===== config.mk =====
export PLATFORM = sky130hd
export DESIGN_NAME = legacy_env_integrity_check
export DESIGN_NICKNAME = d
export VERILOG_FILES = /design/src/core/legacy_env_pkg.sv /design/src/core/legacy_check_if.sv /design/src/core/legacy_ref_checker.sv /design/src/core/legacy_env_integrity_check.sv
export SDC_FILE = /design/constraint.sdc
export NUM_CORES = 1
export LEC_CHECK = 0
export BUFFER_PORTS_ARGS = -buffer_cell sky130_fd_sc_hd__buf_4
export CORE_AREA = 2 2 74 76
export CTS_BUF_LIST = sky130_fd_sc_hd__clkbuf_8
export DETAILED_ROUTE_END_ITERATION = 8
export DIE_AREA = 0 0 76 78
export PLACE_DENSITY = 0.88
export SLEW_MARGIN = 20
export SYNTH_ARGS = -nofsm -noshare
export SYNTH_HDL_FRONTEND = slang
export SYNTH_SLANG_ARGS = --single-unit

===== constraint.sdc =====
create_clock -name i_core_clk -period 3.1 [get_ports i_core_clk]
set_clock_uncertainty 0.05 [all_clocks]
set_input_delay 0.31 -clock i_core_clk [delete_from_list [all_inputs] [get_ports i_core_clk]]
set_output_delay 0.31 -clock i_core_clk [all_outputs]
set_load 0.01 [all_outputs]

===== src/core/legacy_env_pkg.sv =====
// Package of constants and types for the legacy environment integrity checker
package legacy_env_pkg;
  // Flag bit positions
  localparam int unsigned CF_POS = 0;
  localparam int unsigned ONE_POS = 1;
  localparam int unsigned PF_POS = 2;
  localparam int unsigned Z3_POS = 3;
  localparam int unsigned AF_POS = 4;
  localparam int unsigned Z5_POS = 5;
  localparam int unsigned ZF_POS = 6;
  localparam int unsigned SF_POS = 7;
  localparam int unsigned TF_POS = 8;
  localparam int unsigned IF_POS = 9;
  localparam int unsigned DF_POS = 10;
  localparam int unsigned OF_POS = 11;
  localparam int unsigned IOPL_LO = 12;
  localparam int unsigned NT_POS = 14;
  localparam int unsigned Z15_POS = 15;
  localparam int unsigned RF_POS = 16;
  localparam int unsigned VM_POS = 17;
  localparam int unsigned AC_POS = 18;
  localparam int unsigned VIF_POS = 19;
  localparam int unsigned VIP_POS = 20;
  localparam int unsigned ID_POS = 21;
  // Writable mask: bits 0,2,4,6..14,16..21
  localparam logic [63:0] FLAGS_WR_MASK = 64'h0000_0000_003F_7FD5;
  localparam logic [63:0] FLAGS_ONES = 64'h0000_0000_0000_0002;
  localparam logic [63:0] FLAGS_RESET = 64'h0000_0000_0000_0002;
  // Descriptor type codes (4-bit type field, bit3 = code)
  localparam logic [3:0] TYPE_CODE_BIT = 4'h8;
  localparam logic [3:0] TYPE_EXPDN_BIT = 4'h4;
  localparam logic [3:0] TYPE_WR_BIT = 4'h2;
  localparam logic [3:0] TYPE_RD_BIT = 4'h2;
  localparam logic [1:0] CPL_REAL = 2'h0;
  localparam logic [1:0] CPL_VM86 = 2'h3;
  localparam logic [15:0] ERR_ZERO = 16'h0000;
  localparam int unsigned RST_SYNC_LEN = 2;

  typedef enum logic [1:0] {
    MODE_REAL = 2'b00,
    MODE_PROT = 2'b01,
    MODE_VM86 = 2'b10
  } legacy_mode_e;

  typedef enum logic [2:0] {
    REF_FETCH = 3'b000,
    REF_SS = 3'b001,
    REF_DATA = 3'b010,
    REF_CS = 3'b011,
    REF_TABLE = 3'b100
  } ref_kind_e;

  typedef enum logic [1:0] {
    FAULT_NONE = 2'b00,
    FAULT_GP = 2'b01,
    FAULT_STACK = 2'b10
  } fault_kind_e;
endpackage


===== src/core/legacy_check_if.sv =====
// Interface carrying one check request and its verdict between checker modules
`timescale 1ns/1ps
interface legacy_check_if;
  import legacy_env_pkg::*;
  logic req;
  ref_kind_e kind;
  logic is_write;
  legacy_mode_e mode;
  logic [1:0] cpl;
  logic [3:0] dtype;
  logic [1:0] dpl;
  logic dbit;
  logic sbit;
  logic pbit;
  logic abit;
  logic [15:0] selector;
  logic fault;
  fault_kind_e fkind;
  logic [15:0] err_code;
  logic high_prio;
  modport top (output req, kind, is_write, mode, cpl, dtype, dpl, dbit, sbit, pbit, abit, selector,
    input fault, fkind, err_code, high_prio);
  modport chk (input req, kind, is_write, mode, cpl, dtype, dpl, dbit, sbit, pbit, abit, selector,
    output fault, fkind, err_code, high_prio);
endinterface


===== src/core/legacy_ref_checker.sv =====
// Combinational descriptor and privilege checks for one legacy reference
`timescale 1ns/1ps
module legacy_ref_checker
  import legacy_env_pkg::*;
(
  legacy_check_if.chk chk
);
  // Data expand-down: not code, expand-down bit set
  function automatic logic is_expdn(input logic [3:0] t);
    is_expdn = ((t & TYPE_CODE_BIT) == 4'h0) && ((t & TYPE_EXPDN_BIT) != 4'h0);
  endfunction

  // Readable: data always readable, code only with read bit
  function automatic logic is_readable(input logic [3:0] t);
    is_readable = ((t & TYPE_CODE_BIT) == 4'h0) || ((t & TYPE_RD_BIT) != 4'h0);
  endfunction

  function automatic logic is_writable(input logic [3:0] t);
    is_writable = ((t & TYPE_CODE_BIT) == 4'h0) && ((t & TYPE_WR_BIT) != 4'h0);
  endfunction

  logic bad;
  logic rw_bad;
  logic spa_bad;

  // Only listed fields are tested; the rest pass untouched
  always_comb
  begin
    bad = 1'b0;
    rw_bad = chk.is_write ? !is_writable(chk.dtype) : !is_readable(chk.dtype);
    spa_bad = !(chk.sbit && chk.pbit && chk.abit);
    case (chk.kind)
      REF_FETCH:
      begin
        // Privilege must match the mode's fixed level
        if (chk.mode == MODE_REAL && chk.cpl != CPL_REAL) bad = 1'b1; // RULE11
        if (chk.mode == MODE_VM86 && chk.cpl != CPL_VM86) bad = 1'b1; // RULE11
        if (chk.mode == MODE_VM86 && chk.dpl != CPL_VM86) bad = 1'b1;
        if (is_expdn(chk.dtype)) bad = 1'b1; // RULE6
        if (spa_bad) bad = 1'b1;
      end
      REF_SS:
      begin
        if (chk.dpl != chk.cpl) bad = 1'b1;
        if (chk.mode == MODE_VM86 && (chk.dbit || is_expdn(chk.dtype))) bad = 1'b1;
        if (rw_bad || spa_bad) bad = 1'b1;
      end
      REF_DATA:
      begin
        if (rw_bad || spa_bad) bad = 1'b1;
      end
      REF_CS:
      begin
        if (chk.mode == MODE_VM86 && (chk.dbit || is_expdn(chk.dtype))) bad = 1'b1;
        if (chk.mode == MODE_PROT && rw_bad) bad = 1'b1; // RULE7 RULE8
        if (spa_bad) bad = 1'b1;
      end
      REF_TABLE:
      begin
        if (chk.sbit || !chk.pbit) bad = 1'b1;
      end
      default:
      begin
        bad = 1'b0;
      end
    endcase
  end

  // Verdict and error code
  always_comb
  begin
    chk.fault = chk.req && bad;
    chk.high_prio = chk.req && bad && (chk.kind == REF_FETCH); // RULE5
    if (!chk.fault) chk.fkind = FAULT_NONE;
    else if (chk.kind == REF_SS) chk.fkind = FAULT_STACK; // RULE10
    else chk.fkind = FAULT_GP;
    chk.err_code = (chk.fault && chk.kind == REF_TABLE) ? chk.selector : ERR_ZERO; // RULE9
  end
endmodule // legacy_ref_checker


===== src/core/legacy_env_integrity_check.sv =====
// Legacy environment run-time integrity checker and legacy flags word
`timescale 1ns/1ps
//
// Function
// (RULE1) Extra checks whenever legacy code runs
// (RULE2) Check only on fetch or named segment
// (RULE3) No checks at instruction set switch
// (RULE4) Unlisted descriptor fields stay unchecked
// (RULE5) Fetch faults: high priority, code zero
// (RULE6) Fetch faults on data expand-down code segment
// (RULE7) Protected mode enforces code segment read/write
// (RULE8) Real and virtual-8086 skip those checks
// (RULE9) Table faults report selector, else zero
// (RULE10) Stack segment violations raise stack faults
// (RULE11) Fetch needs privilege 0 real, 3 virtual
// (RULE12) Arithmetic flags at fixed positions
// (RULE13) System flags at fixed positions
// (RULE14) Bit one ignores writes, reads one
// (RULE15) Bits 3, 5, 15 read zero
// (RULE16) Software writes zero to bits 63:22
// (RULE17) Flags never affect native instructions
// (RULE18) Flags visible on entry, kept after exit
module legacy_env_integrity_check
  import legacy_env_pkg::*;
(
  // Clock and reset
  input wire logic i_core_clk,
  input wire logic i_rstn,
  // Execution state
  input wire logic i_legacy_active,
  input wire logic i_iset_switch,
  input wire logic i_protection_on,
  input wire logic [1:0] i_current_privilege_level,
  // Reference request
  input wire logic i_ref_valid,
  input wire ref_kind_e i_ref_kind,
  input wire logic i_ref_write,
  input wire logic [3:0] i_desc_type,
  input wire logic [1:0] i_desc_dpl,
  input wire logic i_desc_dbit,
  input wire logic i_desc_sbit,
  input wire logic i_desc_pbit,
  input wire logic i_desc_abit,
  input wire logic [15:0] i_desc_selector,
  // Flags word access
  input wire logic i_flags_wr,
  input wire logic i_flags_wr_legacy,
  input wire logic [63:0] i_flags_wdata,
  // Fault report
  output logic o_general_protection_fault,
  output logic o_stack_fault,
  output logic o_fault_high_prio,
  output logic [15:0] o_fault_err_code,
  // Flags view
  output logic [63:0] o_legacy_flags_word,
  output logic o_virtual_8086_mode
);
  logic [RST_SYNC_LEN-1:0] rst_sync_ff;
  logic rstn;
  logic [63:0] flags_ff;
  logic [63:0] nxt_flags;
  legacy_mode_e mode;
  logic gp_ff;
  logic ss_ff;
  logic prio_ff;
  logic [15:0] err_ff;

  legacy_check_if chk_bus ();

  // Reset release through two flops
  always_ff @(posedge i_core_clk or negedge i_rstn)
  begin
    if (!i_rstn) rst_sync_ff <= '0;
    else rst_sync_ff <= {rst_sync_ff[RST_SYNC_LEN-2:0], 1'b1};
  end
  assign rstn = rst_sync_ff[RST_SYNC_LEN-1];

  // Mode from protection bit and the virtual-8086 flag
  always_comb
  begin
    if (flags_ff[VM_POS]) mode = MODE_VM86;
    else if (i_protection_on) mode = MODE_PROT;
    else mode = MODE_REAL;
  end

  // Gate requests: only legacy references, never on a switch cycle
  assign chk_bus.req = i_ref_valid && i_legacy_active && !i_iset_switch; // RULE1 RULE2 RULE3
  assign chk_bus.kind = i_ref_kind;
  assign chk_bus.is_write = i_ref_write;
  assign chk_bus.mode = mode;
  assign chk_bus.cpl = i_current_privilege_level;
  assign chk_bus.dtype = i_desc_type;
  assign chk_bus.dpl = i_desc_dpl;
  assign chk_bus.dbit = i_desc_dbit;
  assign chk_bus.sbit = i_desc_sbit;
  assign chk_bus.pbit = i_desc_pbit;
  assign chk_bus.abit = i_desc_abit;
  assign chk_bus.selector = i_desc_selector;

  // Descriptor checks; unlisted fields never reach it
  legacy_ref_checker legacy_ref_checker_inst ( // RULE4
    .chk(chk_bus)
  );

  // Registered fault report, one cycle after the request
  always_ff @(posedge i_core_clk or negedge rstn)
  begin
    if (!rstn)
    begin
      gp_ff <= 1'b0;
      ss_ff <= 1'b0;
      prio_ff <= 1'b0;
      err_ff <= ERR_ZERO;
    end
    else
    begin
      gp_ff <= chk_bus.fkind == FAULT_GP;
      ss_ff <= chk_bus.fkind == FAULT_STACK; // RULE10
      prio_ff <= chk_bus.high_prio; // RULE5
      err_ff <= chk_bus.err_code; // RULE9
    end
  end

  // Writable bits only; fixed one at bit 1, zeros elsewhere
  always_comb
  begin
    nxt_flags = (i_flags_wdata & FLAGS_WR_MASK) | FLAGS_ONES; // RULE12 RULE13 RULE14 RULE15
  end

  // Flags only change on explicit writes, so state persists across set switches
  always_ff @(posedge i_core_clk or negedge rstn)
  begin
    if (!rstn) flags_ff <= FLAGS_RESET;
    else if (i_flags_wr) flags_ff <= nxt_flags; // RULE18
  end

  // Flags feed only legacy checks and the view; native path never sees them
  assign o_general_protection_fault = gp_ff; // RULE17
  assign o_stack_fault = ss_ff;
  assign o_fault_high_prio = prio_ff;
  assign o_fault_err_code = err_ff;
  assign o_legacy_flags_word = flags_ff;
  assign o_virtual_8086_mode = flags_ff[VM_POS];

  // Reads always show bit 1 set and bits 3, 5, 15 clear
  a_flags_fixed_bits: assert property (@(posedge i_core_clk) disable iff (!rstn)
    flags_ff[ONE_POS] && !flags_ff[Z3_POS] && !flags_ff[Z5_POS] && !flags_ff[Z15_POS]) // RULE14
    else $error("fixed flag bits wrong");
  a_flags_reserved_zero: assert property (@(posedge i_core_clk) disable iff (!rstn)
    flags_ff[63:22] == 42'h0) // RULE16
    else $error("reserved flag bits set");
  a_flags_write_lands: assert property (@(posedge i_core_clk) disable iff (!rstn)
    i_flags_wr |=> flags_ff[ID_POS:CF_POS] == ($past(i_flags_wdata[21:0]) & 22'h3F_7FD5 | 22'h2)) // RULE12
    else $error("flag write not stored");
  a_flags_hold: assert property (@(posedge i_core_clk) disable iff (!rstn)
    !i_flags_wr |=> $stable(flags_ff)) // RULE18
    else $error("flags changed without write");
  a_no_check_switch: assert property (@(posedge i_core_clk) disable iff (!rstn)
    (i_iset_switch || !i_legacy_active) |=> !gp_ff && !ss_ff) // RULE3
    else $error("fault outside legacy check");
  a_fetch_prio_zero: assert property (@(posedge i_core_clk) disable iff (!rstn)
    prio_ff |-> gp_ff && err_ff == 16'h0000) // RULE5
    else $error("fetch fault not high-prio zero");
  a_stack_fault_kind: assert property (@(posedge i_core_clk) disable iff (!rstn)
    (chk_bus.req && i_ref_kind == REF_SS && chk_bus.fault) |=> ss_ff && !gp_ff) // RULE10
    else $error("stack ref not stack fault");
  a_cs_rw_skip: assert property (@(posedge i_core_clk) disable iff (!rstn)
    (chk_bus.req && i_ref_kind == REF_CS && mode != MODE_VM86 && i_desc_sbit && i_desc_pbit && i_desc_abit
     && !(mode == MODE_PROT)) |=> !gp_ff) // RULE8
    else $error("real mode code rw checked");
  a_table_selector: assert property (@(posedge i_core_clk) disable iff (!rstn)
    (chk_bus.req && i_ref_kind == REF_TABLE && !i_desc_pbit) |=> gp_ff && err_ff == $past(i_desc_selector)) // RULE9
    else $error("table fault code wrong");
  a_real_cpl_fetch: assert property (@(posedge i_core_clk) disable iff (!rstn)
    (chk_bus.req && i_ref_kind == REF_FETCH && mode == MODE_REAL && i_current_privilege_level != 2'h0)
    |=> gp_ff && prio_ff) // RULE11
    else $error("real mode privilege not checked");

  // Fault report checks: kinds, codes and quiet cycles

  // Fault kinds never overlap; stack faults carry no priority
  a_stack_no_gp: assert property (@(posedge i_core_clk) disable iff (!rstn)
    ss_ff |-> !gp_ff && !prio_ff) // RULE10
    else $error("stack fault overlaps general fault");

  // No accepted request, no report in the next cycle
  a_no_ref_quiet: assert property (@(posedge i_core_clk) disable iff (!rstn)
    !chk_bus.req |=> !gp_ff && !ss_ff && !prio_ff && err_ff == ERR_ZERO) // RULE2
    else $error("fault without accepted request");

  // Any fault outside the table kinds reports code zero
  a_gp_zero_code: assert property (@(posedge i_core_clk) disable iff (!rstn)
    (chk_bus.fault && i_ref_kind != REF_TABLE) |=> err_ff == ERR_ZERO) // RULE9
    else $error("non-table fault code not zero");

  // Expand-down data type is never fetched from
  a_fetch_expdn: assert property (@(posedge i_core_clk) disable iff (!rstn)
    (chk_bus.req && i_ref_kind == REF_FETCH && (i_desc_type & TYPE_CODE_BIT) == 4'h0
     && (i_desc_type & TYPE_EXPDN_BIT) != 4'h0) |=> gp_ff && prio_ff) // RULE6
    else $error("expand-down fetch not faulted");

  // Virtual-8086 fetch needs privilege 3
  a_vm86_fetch_cpl: assert property (@(posedge i_core_clk) disable iff (!rstn)
    (chk_bus.req && i_ref_kind == REF_FETCH && mode == MODE_VM86 && i_current_privilege_level != CPL_VM86)
    |=> gp_ff && prio_ff && err_ff == ERR_ZERO) // RULE11
    else $error("virtual-8086 privilege not checked");

  // Protected mode: reading unreadable code faults
  a_cs_prot_read: assert property (@(posedge i_core_clk) disable iff (!rstn)
    (chk_bus.req && i_ref_kind == REF_CS && mode == MODE_PROT && !i_ref_write
     && (i_desc_type & (TYPE_CODE_BIT | TYPE_RD_BIT)) == TYPE_CODE_BIT) |=> gp_ff && !ss_ff) // RULE7
    else $error("unreadable code read not faulted");

  // Protected fetch ignores privilege, dpl and size fields
  a_unlisted_fields: assert property (@(posedge i_core_clk) disable iff (!rstn)
    (chk_bus.req && i_ref_kind == REF_FETCH && mode == MODE_PROT && i_desc_sbit && i_desc_pbit && i_desc_abit
     && ((i_desc_type & TYPE_CODE_BIT) != 4'h0 || (i_desc_type & TYPE_EXPDN_BIT) == 4'h0)) |=> !gp_ff) // RULE4
    else $error("unlisted field faulted a fetch");

  // Wide stack segment faults in virtual-8086 mode
  a_ss_vm86_size: assert property (@(posedge i_core_clk) disable iff (!rstn)
    (chk_bus.req && i_ref_kind == REF_SS && mode == MODE_VM86 && i_desc_dbit) |=> ss_ff && !gp_ff) // RULE10
    else $error("wide virtual-8086 stack not faulted");
endmodule // legacy_env_integrity_check


# Word-level counts from Yosys, hierarchy flattened
# Cells that the tools add are included.
# word_totals
word_cells,64
inputBits,104
register_bits,39
# classes
muxes,20
reduce_logical,27
eq_ne,11
# op_table
cell,n
16-bit 2-to-1 mux,1
1-bit 2-to-1 mux,15
1-bit logical AND,14
3-bit by 2-bit == test with 1-bit output (second input constant),2
2-bit 2-to-1 mux,3
1-bit zero test,5
1-bit one-hot mux with 5 select lines,1
2-bit by 1-bit == test with 1-bit output (second input constant),2
2-bit == test (second input constant),2
4-bit zero test,1
1-bit logical OR,4
2-bit inequality test (second input constant),2
3-bit by 1-bit == test with 1-bit output (second input constant),1
3-bit == test (second input constant),1
3-bit zero test,1
2-bit zero test,1
2-bit inequality test,1
2-bit nonzero test,1

# Longest topological paths before layout
# logic_depth
ltp_word,13
mapped_depth,7
depth_no_buf,5

# Modules after synthesis
# From an unflattened synthesis, not the netlist that was laid out.
# unflattened
cells_unflattened,167
area_unflattened_um2,2016.9
# by_module_without_submodules
module,seq_area_each_um2,area_per_inst_um2,n_inst,cells_each
legacy_env_integrity_check,975.9,1635.3,1,112
legacy_ref_checker,0.0,381.6,1,55

# Least setup slack after synthesis
# OpenSTA, ideal clock, no wires.
# synth_timing
path_kind,reg2reg
startpoint,register flags_ff[17] (netlist: o_legacy_flags_word[17])
endpoint,register err_ff[10] (netlist: o_fault_err_code[10])
path_slack_ps,1359
setup_time_ps,126
arrival_time_ps,1565
stages_incl_launch_ff,6
t_required_ps,2924
n_path_buf,1
cell_sequence,dfrtp_1 mux2i_1 o311a_1 a311oi_4 buf_6 a21oi_1
# synth_between
elab_chain_len,12
# synth_rtl
element,line,source
"start, declared",legacy_env_integrity_check.sv:60,logic [63:0] flags_ff;
"start signal, assigned",legacy_env_integrity_check.sv:134,else if (i_flags_wr) flags_ff <= nxt_flags;
2-bit 2-to-1 mux *,legacy_env_integrity_check.sv:81,if (flags_ff[VM_POS]) mode = MODE_VM86;
2-bit zero test,legacy_ref_checker.sv:36,if (chk.mode == MODE_REAL && chk.cpl != CPL_REAL) bad = 1'b1;
1-bit logical AND,legacy_ref_checker.sv:36,
1-bit 2-to-1 mux,legacy_ref_checker.sv:36,
1-bit 2-to-1 mux,legacy_ref_checker.sv:37,if (chk.mode == MODE_VM86 && chk.cpl != CPL_VM86) bad = 1'b1;
1-bit 2-to-1 mux,legacy_ref_checker.sv:38,if (chk.mode == MODE_VM86 && chk.dpl != CPL_VM86) bad = 1'b1;
1-bit 2-to-1 mux,legacy_ref_checker.sv:39,if (is_expdn(chk.dtype)) bad = 1'b1;
1-bit 2-to-1 mux,legacy_ref_checker.sv:40,if (spa_bad) bad = 1'b1;
1-bit one-hot mux with 5 select lines *,legacy_ref_checker.sv:32,case (chk.kind)
1-bit logical AND *,legacy_ref_checker.sv:72,chk.fault = chk.req && bad;
1-bit logical AND *,legacy_ref_checker.sv:77,chk.err_code = (chk.fault && chk.kind == REF_TABLE) ? chk.selector : ERR_ZERO;
16-bit 2-to-1 mux *,legacy_ref_checker.sv:77,
net chk_bus.err_code[10],legacy_check_if.sv:19,logic [15:0] err_code;
"end signal, assigned",legacy_env_integrity_check.sv:120,err_ff <= chk_bus.err_code;
"end, declared",legacy_env_integrity_check.sv:66,logic [15:0] err_ff;
# The timed path passes the listed nets; every way through them passes the cells marked *.
# A chain may end at the register's enable or synchronous reset.

# Final worst setup path
# layout_timing
startpoint,register flags_ff[17] (netlist: o_legacy_flags_word[17])
endpoint,register err_ff[8] (netlist: o_fault_err_code[8])
# Same word-level chain as after synthesis.

==> flow_summary.yaml <==
status:
  status: "finished clean"
drt:
  post_drt_wl_per_cell_um: 13.56
  dr.first_iter.drc_count: 89
  route.final.wire_length_mm: 4.677
  drc: 0
  ant_nets: 0
  post_drt_via_cell_ratio: 4.612
  vias: 1591
  dr.pass1.iters: 4
timing:
  fin_setup_tns_ps: 0
  rsz0062_at_grt: "no"
  post-route-min-period_ps: 2098
  worst-slew-pin-transition_ps: 861.5
  setup-violations-final: 0
  hold_viol: 0
  max_frequency_mhz: 476.6
  min_period_over_period: 0.6769
  max-slew-margin-rel: 0.4256
  timing_max_transition_violations_final: 0
  holdWs_ps: 93.16
clocking:
  numClockSinks: 39
  clk-insertion-delay-late_ps: 270
  cts_buffer_depth: 2
  ctsResizeCount: 0
  clock_tree_root_buffer_cell: "sky130_fd_sc_hd__clkbuf_8"
  cts_inserted_buffers: 5
  h-tree-depth: 2
  cts.clk_slew.worst_paths_ps: 70
  cts_tree: "done"
die:
  pin_count: 188
  row_count: 26
  initial_utilization: 0.4022
  chipHeight_um: 78
  die_area_mm2: 0.005928
  coreArea_mm2: 0.005042
  die_w_um: 76
pwr:
  fin_total_pwr_mw: 1.189
  vdd_ir_drop_max_v: 0.0002752
  powerDensity_mw_per_mm2: 438.4
  leakage_nw: 1.380
finish:
  num-nets-final: 378
  mostFrequentLayoutCell: "sky130_fd_sc_hd__buf_4"
  final_cell_mix: "sky130_fd_sc_hd__buf_4, sky130_fd_sc_hd__conb_1, sky130_fd_sc_hd__dfrtp_1"
  syn_to_final_growth_pct: 33.74
  layout-drive-gt1-share: 0.4582
  diodes: 0
global_routing:
  grt_pass1_vias: 1456
  overall_fraction_of_global_route_tracks_in_use: 0.1568
  grt_max_degree: 29
  grt_overflow: 0
  antenna_violations_before_repair: 0
  grt_pass1_wl_mm: 7.410
yosys:
  ys_warn_count: 0
  synth_area_mm2: 0.002028
  yosys.cell_types.count: 33
  ffs_latches_synth: 39
  synth.yosys.seq_area_share: 0.4812
  avgSynthCellArea_um2: 11.14
  post_synth_inst_count: 182
placed_design:
  routabilityCongestion: 0.7418
  io_buffers: 93
  hpwlAfterDp_mm: 3.600
setup_path:
  criticalPathCategory: "flip-flop to flip-flop"
  setup.worst_path.start_class: "flip-flop"
  path_max_fanout: 19
  worst_setup_ep_type: "flip-flop"
  cp.arrival_ps: 2170
  worst-endpoint-required_ps: 3170
job:
  max_cap_violations: 0
hold_path:
  classification_of_the_worst_slack_hold_path: "flip-flop to async pin"
==> logic make-up after synthesis <==
kind of cell / share of synthesized area
buf+inv: 0.2128
compound gates: 0.08822
xor+xnor: 0.008638
simple gates: 0.09501
mux: 0.1049
fa+ha+maj: 0.005552
flops: 0.4812
other cells: 0.003703
==> synth_stat cells, drive strengths merged <==
cell	n	area, um^2
buf	53	396.6
dfrtp	39	975.9
a21oi	19	95.09
mux2	18	202.7
nand4	17	106.4
inv	5	18.77
nand2	3	11.26
a211oi	2	15.01
and2b	2	16.27
clkbuf	2	7.510
conb	2	7.510
nor2	2	10.01
nor3b	2	15.01
xor2	2	17.52
a311oi	1	26.28
and3	1	7.510
and4	1	8.760
dlygate4sd1	1	8.760
maj3	1	11.26
mux2i	1	10.01
nand2b	1	6.260
nand3	1	5.000
nor2b	1	6.260
o2111a	1	11.26
o21ai	1	5.000
o21bai	1	7.510
o311a	1	10.01
o311ai	1	8.760
==> final cells by class <==
class,instances,area (um^2)
flip-flops and latches,39,975.9
repair buffers,96,723.2
clock inverters,2,35.03
inverters,5,18.77
fillers,412,2330
well taps,70,87.58
multi-input cells,127,789.5
clock buffers,6,82.58
==> registers in the layout, summed over array words and instances, names as in the netlist <==
| register | flops |
|---|---|
| o_legacy_flags_word | 18 |
| o_fault_err_code | 16 |
| rst_sync_ff | 2 |
| o_fault_high_prio | 1 |
| o_general_protection_fault | 1 |
| o_stack_fault | 1 |
==> timing repair <==
action / CTS / global route
buffers inserted: 0 / 0
hold buffers: 1 / 0
endpoints found under the hold margin: 2 / 0
==> power by group <==
part / leakage [nW] / switching, mW / internal, mW
Sequential: 0.499 / 0.0178 / 0.534
Combinational: 0.820 / 0.110 / 0.110
Clock: 0.0612 / 0.157 / 0.260
Total: 1.38 / 0.285 / 0.905
==> layer usage <==
metal / part of all wire / vias to the layer above / global-route usage / wire length (um)
met3: 0.11 / 4 / 0.04070 / 516
met1: 0.40 / 744 / 0.1963 / 1872
met5: 0 / - / 0 / 0
li1: - / 724 / - / -
met2: 0.48 / 119 / 0.2670 / 2239
met4: 0.010 / 0 / 0.04909 / 48
==> stage by stage <==
step,util,cells,setup WS (ps),area [um^2]
after global placement,0.5127,336,970.4,2585
after detailed placement,0.5127,336,891.0,2585
final,0.5380,345,1002,2713
after global routing,0.5380,345,899.5,2713
after CTS,0.5380,345,1011,2713
after floorplan,-,227,1359,2197
==> final timing paths <==
| path | start | to | slack, ps | cells past startpoint |
|---|---|---|---|---|
| setup / recovery | o_legacy_flags_word[17] | o_fault_err_code[8] | 1000 | 4 |
| hold / removal | rst_sync_ff[1] | o_fault_err_code[11] | 90 | 0 |
| setup reg to reg | o_legacy_flags_word[17] | o_fault_err_code[8] | 1000 | 4 |
| hold reg to reg | rst_sync_ff[1] | o_fault_err_code[11] | 90 | 0 |
| max in group asynchronous | rst_sync_ff[1] | o_legacy_flags_word[18] | 2240 | 1 |
| min in group i_core_clk | i_flags_wdata[11] | o_legacy_flags_word[11] | 220 | 2 |
==> worst max-delay path, stage by stage (launching register included) <==
cell	delay, ps
sky130_fd_sc_hd__dfrtp_1	460
sky130_fd_sc_hd__mux2i_1	150
sky130_fd_sc_hd__o311a_1	330
sky130_fd_sc_hd__a311oi_4	770
sky130_fd_sc_hd__a21oi_1	180
No activity file was read; power rests on OpenSTA's default activity.
